<file path="src/design/tsi_consts.vh">
// constants for the terminal status and init pin block
// assumes inclusion by bare name from the design file
`ifndef TSI_CONSTS_VH
`define TSI_CONSTS_VH
`define TSI_TTSEL_EXT 3'h1
`define TSI_BOOT_WAIT 2'h2
`define TSI_TT_INT_DIV 6'h13
`define TSI_SCK_DIV 4'h4
`define TSI_SPI_READ 8'h03
`define TSI_ADDR_FULL 16'h7fff
`define TSI_ADDR_1K 16'h03ff
`define TSI_HDR_BITS 6'h20
`define TSI_WORD_BITS 6'h10
`define TSI_SELFTEST_LEN 16'h8000
`define TSI_ZERO16 16'h0000
`endif

</file>
<file path="src/design/tsi_pins.v">
// terminal status pins, time-tag clock select, auto-init spi master
// assumes one clock; protocol engine supplies busy/done levels
// Function
// - ready low during init or test
// - run only after start-execution bit set
// - active high while valid command processed
// - active falls at message completion
// - select 001 counts external time-tag clock
// - subsystem-fail input sets status flag
// - device is spi master to eeprom
// - init spi port has own pins
// - test input starts ram self-test
// - all timing from one master clock
// - auto-init enable at reset copies eeprom unless test input is also set
// - range select limits load span
`timescale 1ns/1ns
`include "tsi_consts.vh"
module tsi_pins (
    // clock and reset
    input wire clk,
    input wire rst_b,
    // straps and pins from outside
    input wire auto_init_enable_in,
    input wire init_range_select_in,
    input wire test_enable_in,
    input wire subsystem_fail_in,
    input wire timetag_ext_clock_in,
    // configuration from host logic
    input wire start_execution_bit,
    input wire [2:0] timetag_clock_select,
    // protocol engine
    input wire cmd_valid_busy,
    input wire msg_done,
    // status outputs
    output reg ready,
    output reg active,
    output reg terminal_run,
    output reg subsystem_flag_bit,
    output reg [15:0] timetag_count,
    // loaded data toward ram and registers
    output reg load_we,
    output reg [15:0] load_addr,
    output reg [15:0] load_data,
    // dedicated init spi port
    output reg init_port_chip_select,
    output reg init_port_serial_clock,
    output reg mosi,
    input wire miso
);
    ////////////////////////////////////////////////////////////////////////
    // synchronisers for every pin input
    reg [5:0] sync1;  // first stage, only read by sync2
    reg [5:0] sync2;  // second stage, safe to use
    always @(posedge clk or negedge rst_b) begin
        if (!rst_b) begin
            sync1 <= 6'h00;
            sync2 <= 6'h00;
        end else begin
            sync1 <= {miso, timetag_ext_clock_in, subsystem_fail_in,
                      test_enable_in, init_range_select_in, auto_init_enable_in};
            sync2 <= sync1;
        end
    end
    wire s_auto = sync2[0];
    wire s_range = sync2[1];
    wire s_test = sync2[2];
    wire s_ssf = sync2[3];
    wire s_ttck = sync2[4];
    wire s_miso = sync2[5];

    ////////////////////////////////////////////////////////////////////////
    // sequencer states, one-hot
    localparam ST_BOOT = 5'h01;  // after release, held until synced straps are valid
    localparam ST_INIT = 5'h02;  // eeprom copy
    localparam ST_TEST = 5'h04;  // ram self-test
    localparam ST_IDLE = 5'h08;  // ready, waiting for start
    localparam ST_RUN = 5'h10;   // terminal executing
    reg [4:0] state;
    reg [4:0] next_state;
    reg [1:0] boot_wait;  // clocks spent letting straps cross the synchroniser
    reg spi_busy;         // spi engine transferring
    reg spi_start;        // one-cycle start for spi engine
    reg [15:0] test_cnt;  // self-test address walk
    reg [3:0] sck_div;    // serial clock divider
    reg [5:0] bit_cnt;    // bits left in phase
    reg hdr_phase;        // sending read command and address
    reg [31:0] shift_out; // command then address
    reg [15:0] shift_in;  // word being received
    reg [15:0] end_addr;  // last address to load
    reg word_done;        // one word landed

    // next state, test wins when both requested at boot
    always @* begin
        next_state = state;
        case (state)
            ST_BOOT: begin
                if (boot_wait != `TSI_BOOT_WAIT)
                    next_state = ST_BOOT; // straps not yet through sync
                else if (s_test)
                    next_state = ST_TEST;
                else if (s_auto)
                    next_state = ST_INIT;
                else
                    next_state = ST_IDLE;
            end
            ST_INIT: begin
                if (!spi_busy && !spi_start && word_done && load_addr == end_addr)
                    next_state = ST_IDLE;
            end
            ST_TEST: begin
                if (test_cnt == `TSI_SELFTEST_LEN - 16'h0001)
                    next_state = ST_IDLE;
            end
            ST_IDLE: begin
                if (s_test)
                    next_state = ST_TEST;
                else if (start_execution_bit)
                    next_state = ST_RUN;
            end
            ST_RUN: begin
                if (s_test)
                    next_state = ST_TEST;
            end
            default: next_state = ST_BOOT;
        endcase
    end

    // state register; ready is low from reset until work finishes
    always @(posedge clk or negedge rst_b) begin
        if (!rst_b) begin
            state <= ST_BOOT;
            ready <= 1'b0;
            terminal_run <= 1'b0;
            test_cnt <= `TSI_ZERO16;
            boot_wait <= 2'h0;
            end_addr <= `TSI_ADDR_FULL;
        end else begin
            state <= next_state;
            // ready only outside init and test
            ready <= (next_state == ST_IDLE) || (next_state == ST_RUN);
            terminal_run <= (next_state == ST_RUN);
            // synchroniser resets to zero, so straps are only valid once it refills
            if (state == ST_BOOT) begin
                if (boot_wait != `TSI_BOOT_WAIT)
                    boot_wait <= boot_wait + 2'h1;
                else
                    end_addr <= s_range ? `TSI_ADDR_1K : `TSI_ADDR_FULL;
            end
            if (state == ST_TEST)
                test_cnt <= test_cnt + 16'h0001;
            else
                test_cnt <= `TSI_ZERO16;
        end
    end

    ////////////////////////////////////////////////////////////////////////
    // active and subsystem flag outputs
    always @(posedge clk or negedge rst_b) begin
        if (!rst_b) begin
            active <= 1'b0;
            subsystem_flag_bit <= 1'b0;
        end else begin
            // completion drops active in the same edge it is seen
            active <= terminal_run && cmd_valid_busy && !msg_done;
            subsystem_flag_bit <= s_ssf;
        end
    end

    ////////////////////////////////////////////////////////////////////////
    // time-tag counter, external edge or internal tick, one clock
    reg tt_prev;       // previous external level
    reg [5:0] tt_div;  // internal tick divider
    wire tt_ext_sel = (timetag_clock_select == `TSI_TTSEL_EXT);
    wire tt_tick = tt_ext_sel ? (s_ttck && !tt_prev) : (tt_div == `TSI_TT_INT_DIV);
    always @(posedge clk or negedge rst_b) begin
        if (!rst_b) begin
            tt_prev <= 1'b0;
            tt_div <= 6'h00;
            timetag_count <= `TSI_ZERO16;
        end else begin
            tt_prev <= s_ttck;
            tt_div <= (tt_div == `TSI_TT_INT_DIV) ? 6'h00 : tt_div + 6'h01;
            if (tt_tick)
                timetag_count <= timetag_count + 16'h0001;
        end
    end

    ////////////////////////////////////////////////////////////////////////
    // init spi master: one sequential read, mode 0, own pins
    // a single long read keeps eeprom overhead to one header
    wire sck_edge = (sck_div == `TSI_SCK_DIV);
    // read command, then a zero start address
    wire [31:0] hdr_word = {`TSI_SPI_READ, 8'h00, `TSI_ZERO16};
    always @(posedge clk or negedge rst_b) begin
        if (!rst_b) begin
            spi_start <= 1'b0;
            spi_busy <= 1'b0;
            sck_div <= 4'h0;
            bit_cnt <= 6'h00;
            hdr_phase <= 1'b0;
            shift_out <= 32'h0000_0000;
            shift_in <= `TSI_ZERO16;
            init_port_chip_select <= 1'b1;
            init_port_serial_clock <= 1'b0;
            mosi <= 1'b0;
            load_we <= 1'b0;
            load_addr <= `TSI_ZERO16;
            load_data <= `TSI_ZERO16;
            word_done <= 1'b0;
        end else begin
            load_we <= 1'b0;
            spi_start <= (state == ST_BOOT) && (next_state == ST_INIT);
            if (spi_start) begin
                spi_busy <= 1'b1;
                init_port_chip_select <= 1'b0;
                hdr_phase <= 1'b1;
                bit_cnt <= `TSI_HDR_BITS;
                shift_out <= hdr_word;
                mosi <= hdr_word[31]; // first header bit ready before first rise
                sck_div <= 4'h0;
                load_addr <= `TSI_ZERO16;
                word_done <= 1'b0;
            end else if (spi_busy) begin
                sck_div <= sck_edge ? 4'h0 : sck_div + 4'h1;
                if (sck_edge && !init_port_serial_clock) begin
                    // rising: drive already set, sample input
                    init_port_serial_clock <= 1'b1;
                    if (!hdr_phase)
                        shift_in <= {shift_in[14:0], s_miso};
                end else if (sck_edge) begin
                    // falling: advance bit
                    init_port_serial_clock <= 1'b0;
                    if (bit_cnt == 6'h01) begin
                        bit_cnt <= `TSI_WORD_BITS;
                        mosi <= 1'b0;
                        if (hdr_phase) begin
                            hdr_phase <= 1'b0;
                        end else begin
                            load_we <= 1'b1;
                            load_data <= shift_in;
                            if (word_done)
                                load_addr <= load_addr + 16'h0001;
                            word_done <= 1'b1;
                            if (word_done ? (load_addr + 16'h0001 == end_addr)
                                          : (end_addr == `TSI_ZERO16)) begin
                                spi_busy <= 1'b0;
                                init_port_chip_select <= 1'b1;
                            end
                        end
                    end else begin
                        bit_cnt <= bit_cnt - 6'h01;
                        mosi <= shift_out[30];
                        shift_out <= {shift_out[30:0], 1'b0};
                    end
                end
            end
        end
    end
endmodule

</file>
<file path="config.mk">
export PLATFORM = sky130hd
export DESIGN_NAME = tsi_pins
export DESIGN_NICKNAME = d
export VERILOG_FILES = /design/src/design/tsi_pins.v
export VERILOG_INCLUDE_DIRS = /design/src /design/src/design
export SDC_FILE = /design/constraint.sdc
export NUM_CORES = 1
export LEC_CHECK = 0
export ABC_AREA = 1
export ABC_CLOCK_PERIOD_IN_PS = 2700
export BUFFER_PORTS_ARGS = -buffer_cell sky130_fd_sc_hd__buf_2
export CAP_MARGIN = 10
export CORE_ASPECT_RATIO = 2
export CORE_MARGIN = 2
export CORE_UTILIZATION = 52
export DETAILED_ROUTE_END_ITERATION = 7
export GPL_TIMING_DRIVEN = 0
export PLACE_DENSITY = 0.72
export SLEW_MARGIN = 25
export SYNTH_ARGS = -nofsm -noshare
export SYNTH_HDL_FRONTEND = slang
export SYNTH_SLANG_ARGS = --single-unit
</file>
<file path="constraint.sdc">
create_clock -name clk -period 2.7 [get_ports clk]
set_clock_uncertainty 0.15 [all_clocks]
set_input_delay 0.405 -clock clk [delete_from_list [all_inputs] [get_ports clk]]
set_output_delay 0.405 -clock clk [all_outputs]
set_load 0.05 [all_outputs]
</file>
==> impl_results.html <==
<table>
<tr><th>Metric</th><th>Value</th></tr>
<tr><th colspan="2">Detailed routing</th></tr>
<tr><td>DRC violation count after routing</td><td>0</td></tr>
<tr><td>Detailed Route Iter0 Violations</td><td>234</td></tr>
<tr><td>Routed length per placed instance</td><td>14.07 um</td></tr>
<tr><td>Routed Antenna Nets</td><td>0</td></tr>
<tr><td>Vias per inst</td><td>5.315</td></tr>
<tr><td>Router iterations before antenna repair</td><td>5</td></tr>
<tr><td>Sum of routed wire length over all layers</td><td>13490 um</td></tr>
<tr><td>Total number of vias</td><td>5097</td></tr>
<tr><th colspan="2">Logic synthesis</th></tr>
<tr><td>Proportion of register bits with asynchronous set or reset after synthesis</td><td>1.000</td></tr>
<tr><td>Number of enable-type register cells in the synthesized netlist</td><td>0</td></tr>
<tr><td>Average cell area after synthesis</td><td>slightly below 9 um^2</td></tr>
<tr><td>Fraction of post-synthesis cell area in the top cell type by area</td><td>0.5348</td></tr>
<tr><td>Commonest register cell after synthesis</td><td>sky130_fd_sc_hd__dfrtp_1</td></tr>
<tr><td>Mapped Cells</td><td>~700</td></tr>
<tr><td>Yosys reg bits</td><td>136</td></tr>
<tr><td>Portion of the post-synthesis area used by sequential elements</td><td>0.5474</td></tr>
<tr><td>Number of synthesis warnings</td><td>0</td></tr>
<tr><td>Synthesized netlist net count</td><td>728</td></tr>
<tr><td>Top post-synthesis cells by area</td><td>sky130_fd_sc_hd__dfrtp_1 53%, sky130_fd_sc_hd__nand2_1 9.1%, sky130_fd_sc_hd__inv_1 6.3%, sky130_fd_sc_hd__o21ai_0 3.7%, sky130_fd_sc_hd__nand3_1 3.2%</td></tr>
<tr><td>Number of different library cells in the post-synthesis netlist</td><td>41</td></tr>
<tr><td>Cell Area, Synth</td><td>slightly above 6000 um^2</td></tr>
<tr><td>Cell type with the largest total area after synthesis</td><td>sky130_fd_sc_hd__dfrtp_1</td></tr>
<tr><th colspan="2">Timing</th></tr>
<tr><td>Clock period minus final worst setup slack</td><td>2.367 ns</td></tr>
<tr><td>Worst hold-check slack</td><td>~0.048 ns</td></tr>
<tr><td>Highest Clock Rate</td><td>422.4 MHz</td></tr>
<tr><td>Count of endpoints failing hold in the final timing report</td><td>0</td></tr>
<tr><td>Total count of max-transition violations in the final report</td><td>0</td></tr>
<tr><td>Transition time at the pin with the least slew margin</td><td>0.6250 ns</td></tr>
<tr><td>Post-route fraction of the period consumed by the critical path</td><td>0.8767</td></tr>
<tr><td>Setup repair after global routing missed its margin</td><td>no</td></tr>
<tr><td>Final setup vio count</td><td>0</td></tr>
<tr><td>Worst-case headroom to the max-slew limit</td><td>0.5833</td></tr>
<tr><th colspan="2">Critical path</th></tr>
<tr><td>Setup crit end kind</td><td>flop</td></tr>
<tr><td>Arr. time, crit path</td><td>2.51 ns</td></tr>
<tr><td>Kind of launch point of the worst setup path</td><td>flop</td></tr>
<tr><td>CP Class</td><td>flop to flop</td></tr>
<tr><td>R2r worst-path depth</td><td>12</td></tr>
<tr><td>CP max FO</td><td>9</td></tr>
<tr><td>Worst EP required</td><td>2.85 ns</td></tr>
<tr><th colspan="2">CTS</th></tr>
<tr><td>Number of buffers on the longest clock path</td><td>2</td></tr>
<tr><td>Clock tree root driver cell</td><td>sky130_fd_sc_hd__clkbuf_16</td></tr>
<tr><td>CTS clk-pin slew, worst paths</td><td>0.06 ns</td></tr>
<tr><td>TritonCTS Buffers</td><td>17</td></tr>
<tr><td>TritonCTS clock tree</td><td>built</td></tr>
<tr><td>Skew-Pair Late Insertion Delay</td><td>0.41 ns</td></tr>
<tr><td>Num Clock Sinks</td><td>136</td></tr>
<tr><td>Number of buffers inserted to repair setup after CTS</td><td>0</td></tr>
<tr><td>Deepest level of the CTS H-tree</td><td>4</td></tr>
<tr><th colspan="2">Power</th></tr>
<tr><td>Reported leakage power</td><td>around 3.6 nW</td></tr>
<tr><td>PD cells</td><td>between 800 and 900 nW/um^2</td></tr>
<tr><td>Worst IR drop on VDD</td><td>0.0007352 V</td></tr>
<tr><th colspan="2">Global route</th></tr>
<tr><td>Initial antenna violation count</td><td>0</td></tr>
<tr><td>Via count of the first global-routing pass</td><td>between 5000 and 6000</td></tr>
<tr><td>First-pass GRT wire length</td><td>22980 um</td></tr>
<tr><td>Global-route usage over all layers</td><td>0.2265</td></tr>
<tr><td>Maximum number of pins on one net before global-route repair</td><td>83</td></tr>
<tr><td>Gr ovfl total</td><td>0</td></tr>
<tr><th colspan="2">Min path</th></tr>
<tr><td>Classification of the worst-slack hold path</td><td>primary input to flop</td></tr>
<tr><td>Number of cells traversed by the worst hold path</td><td>3</td></tr>
<tr><th colspan="2">Floorplan</th></tr>
<tr><td>Io pins</td><td>70</td></tr>
<tr><td>Standard cell core area</td><td>11700 um^2</td></tr>
<tr><td>Die W</td><td>81.36 um</td></tr>
<tr><td>Starting density of the core</td><td>0.5319</td></tr>
<tr><td>Height of the chip</td><td>158.7 um</td></tr>
<tr><td>FP Rows</td><td>56</td></tr>
<tr><td>Die footprint</td><td>12910 um^2</td></tr>
<tr><th colspan="2">Cells and area</th></tr>
<tr><td>Number of diodes</td><td>0</td></tr>
<tr><td>Filler Cell Count</td><td>979</td></tr>
<tr><td>Area of combinational cells with multiple inputs</td><td>roughly 2400 um^2</td></tr>
<tr><td>Top library cells by usage in the layout, fill and taps aside</td><td>151 x sky130_fd_sc_hd__nand2_1, 133 x sky130_fd_sc_hd__dfrtp_1, 104 x sky130_fd_sc_hd__inv_1</td></tr>
<tr><td>Share of layout cells above drive strength 1</td><td>0.1757</td></tr>
<tr><td>Non-filler instance count after layout</td><td>959</td></tr>
<tr><td>Growth of design area from synthesis to finish</td><td>20.00%</td></tr>
<tr><td>Area taken by flip-flops and latches</td><td>approximately 3400 um^2</td></tr>
<tr><td>Leading cell type in the layout, fill and taps excluded</td><td>sky130_fd_sc_hd__nand2_1</td></tr>
<tr><td>Layout net count</td><td>825</td></tr>
<tr><th colspan="2">Place</th></tr>
<tr><td>Post-DP HPWL</td><td>9832 um</td></tr>
<tr><td>Port bufs</td><td>69</td></tr>
<tr><td>Number of placed cells counting well taps</td><td>a little over 900</td></tr>
<tr><td>Placer Congestion</td><td>0.8604</td></tr>
<tr><th colspan="2">Run</th></tr>
<tr><td>Number of maximum-capacitance constraint violations</td><td>0</td></tr>
<tr><th colspan="2">Outcome</th></tr>
<tr><td>Result of the run</td><td>complete, no violations</td></tr>
</table>
## report_power, final
group          total (mW)  internal [mW]  switching, mW
clock                2.33           1.41          0.917
combinational        1.35          0.397          0.949
sequential           2.53           2.30          0.232
## critical path, cell delays in order (launching register included)
cell	delay, ns
sky130_fd_sc_hd__dfrtp_1	0.52
sky130_fd_sc_hd__ha_1	0.30
sky130_fd_sc_hd__nand2_1	0.10
sky130_fd_sc_hd__nor2_1	0.30
sky130_fd_sc_hd__nand2_1	0.08
sky130_fd_sc_hd__nand2_1	0.10
sky130_fd_sc_hd__nand3_1	0.10
sky130_fd_sc_hd__nor2_1	0.16
sky130_fd_sc_hd__nand3_1	0.10
sky130_fd_sc_hd__nor2_2	0.12
sky130_fd_sc_hd__nand2_1	0.07
sky130_fd_sc_hd__o21ai_1	0.11
sky130_fd_sc_hd__inv_1	0.05
## registers in the layout (all words and copies together), names as in the netlist, 7 cells and up
signal and flops:
load_addr 16, load_data 16, shift_in 16, shift_out 7, test_cnt 16, timetag_count 16
## timing repair
action                    in CTS  in global routing
hold buffers                   8                  0
resized for setup              0                  0
hold endpoints to repair      86                  0
## synthesized netlist by cell type (4+ instances only)
master and n:
sky130_fd_sc_hd__a21oi_1 17, sky130_fd_sc_hd__buf_2 4, sky130_fd_sc_hd__clkbuf_1 4, sky130_fd_sc_hd__dfrtp_1 133, sky130_fd_sc_hd__ha_1 10, sky130_fd_sc_hd__inv_1 104, sky130_fd_sc_hd__nand2_1 151, sky130_fd_sc_hd__nand2_2 7
sky130_fd_sc_hd__nand3_1 40, sky130_fd_sc_hd__nand4_1 17, sky130_fd_sc_hd__nor2_1 49, sky130_fd_sc_hd__nor2_2 9, sky130_fd_sc_hd__nor3_1 21, sky130_fd_sc_hd__nor4_1 5, sky130_fd_sc_hd__o21ai_0 46, sky130_fd_sc_hd__o21ai_1 16
sky130_fd_sc_hd__o22ai_1 17, sky130_fd_sc_hd__xnor2_1 6, sky130_fd_sc_hd__xor2_1 16
## cells by family (layout without fill, tap and decap cells)
kind of cell	after synthesis	in the layout	synth area share
AO/OA/AOI/OAI	105	105	0.09429
XOR/XNOR	22	22	0.03096
adder cells (fa/ha/maj)	10	10	0.02010
buffers and inverters	118	228	0.07438
flip-flops	136	136	0.5474
multiplexers	1	1	0.001809
AND/OR/NAND/NOR	312	312	0.2310
## final timing paths
path                                 from       endpoint  slack [ns]
min in group asynchronous           rst_b  load_addr[13]        0.41
hold reg to reg                  sync1[4]       sync2[4]        0.20
max in group asynchronous           rst_b   end_addr[13]        1.24
setup reg to reg             load_addr[0]       spi_busy        0.33
hold / removal             cmd_valid_busy         active        0.05
setup / recovery             load_addr[0]       spi_busy        0.33
## routing by layer
layer | part of all wire | up-vias | GRT usage
met4 | 0.034 | 0 | 0.1287
li1 | - | 2484 | -
met3 | 0.035 | 32 | 0.04432
met1 | 0.38 | 2461 | 0.2383
met2 | 0.55 | 120 | 0.4013
met5 | 0 | - | 0
## layout make-up
class / count / share of cell area
sequential: 136 / 0.4562
multi-input combinational: 450 / 0.3151
timing repair buffer: 78 / 0.06199
clock buffer: 18 / 0.05880
inverter: 107 / 0.05378
tap: 145 / 0.02429
clock inverter: 14 / 0.02161
buffer: 11 / 0.008209
## per-stage QoR
stage	setup WS, ns	util	power, mW	TNS (ns)	area, um^2
floorplan	0.4488	-	3.506	0	6223
global placement	-0.7189	0.5769	3.820	-94.20	6750
detailed placement	0.3649	0.5801	3.895	0	6788
CTS	0.3519	0.6383	6.251	0	7468
global route	0.1347	0.6383	6.526	0	7468
finish	0.3328	0.6383	6.202	0	7468
Power figures use the tool's default switching activity.
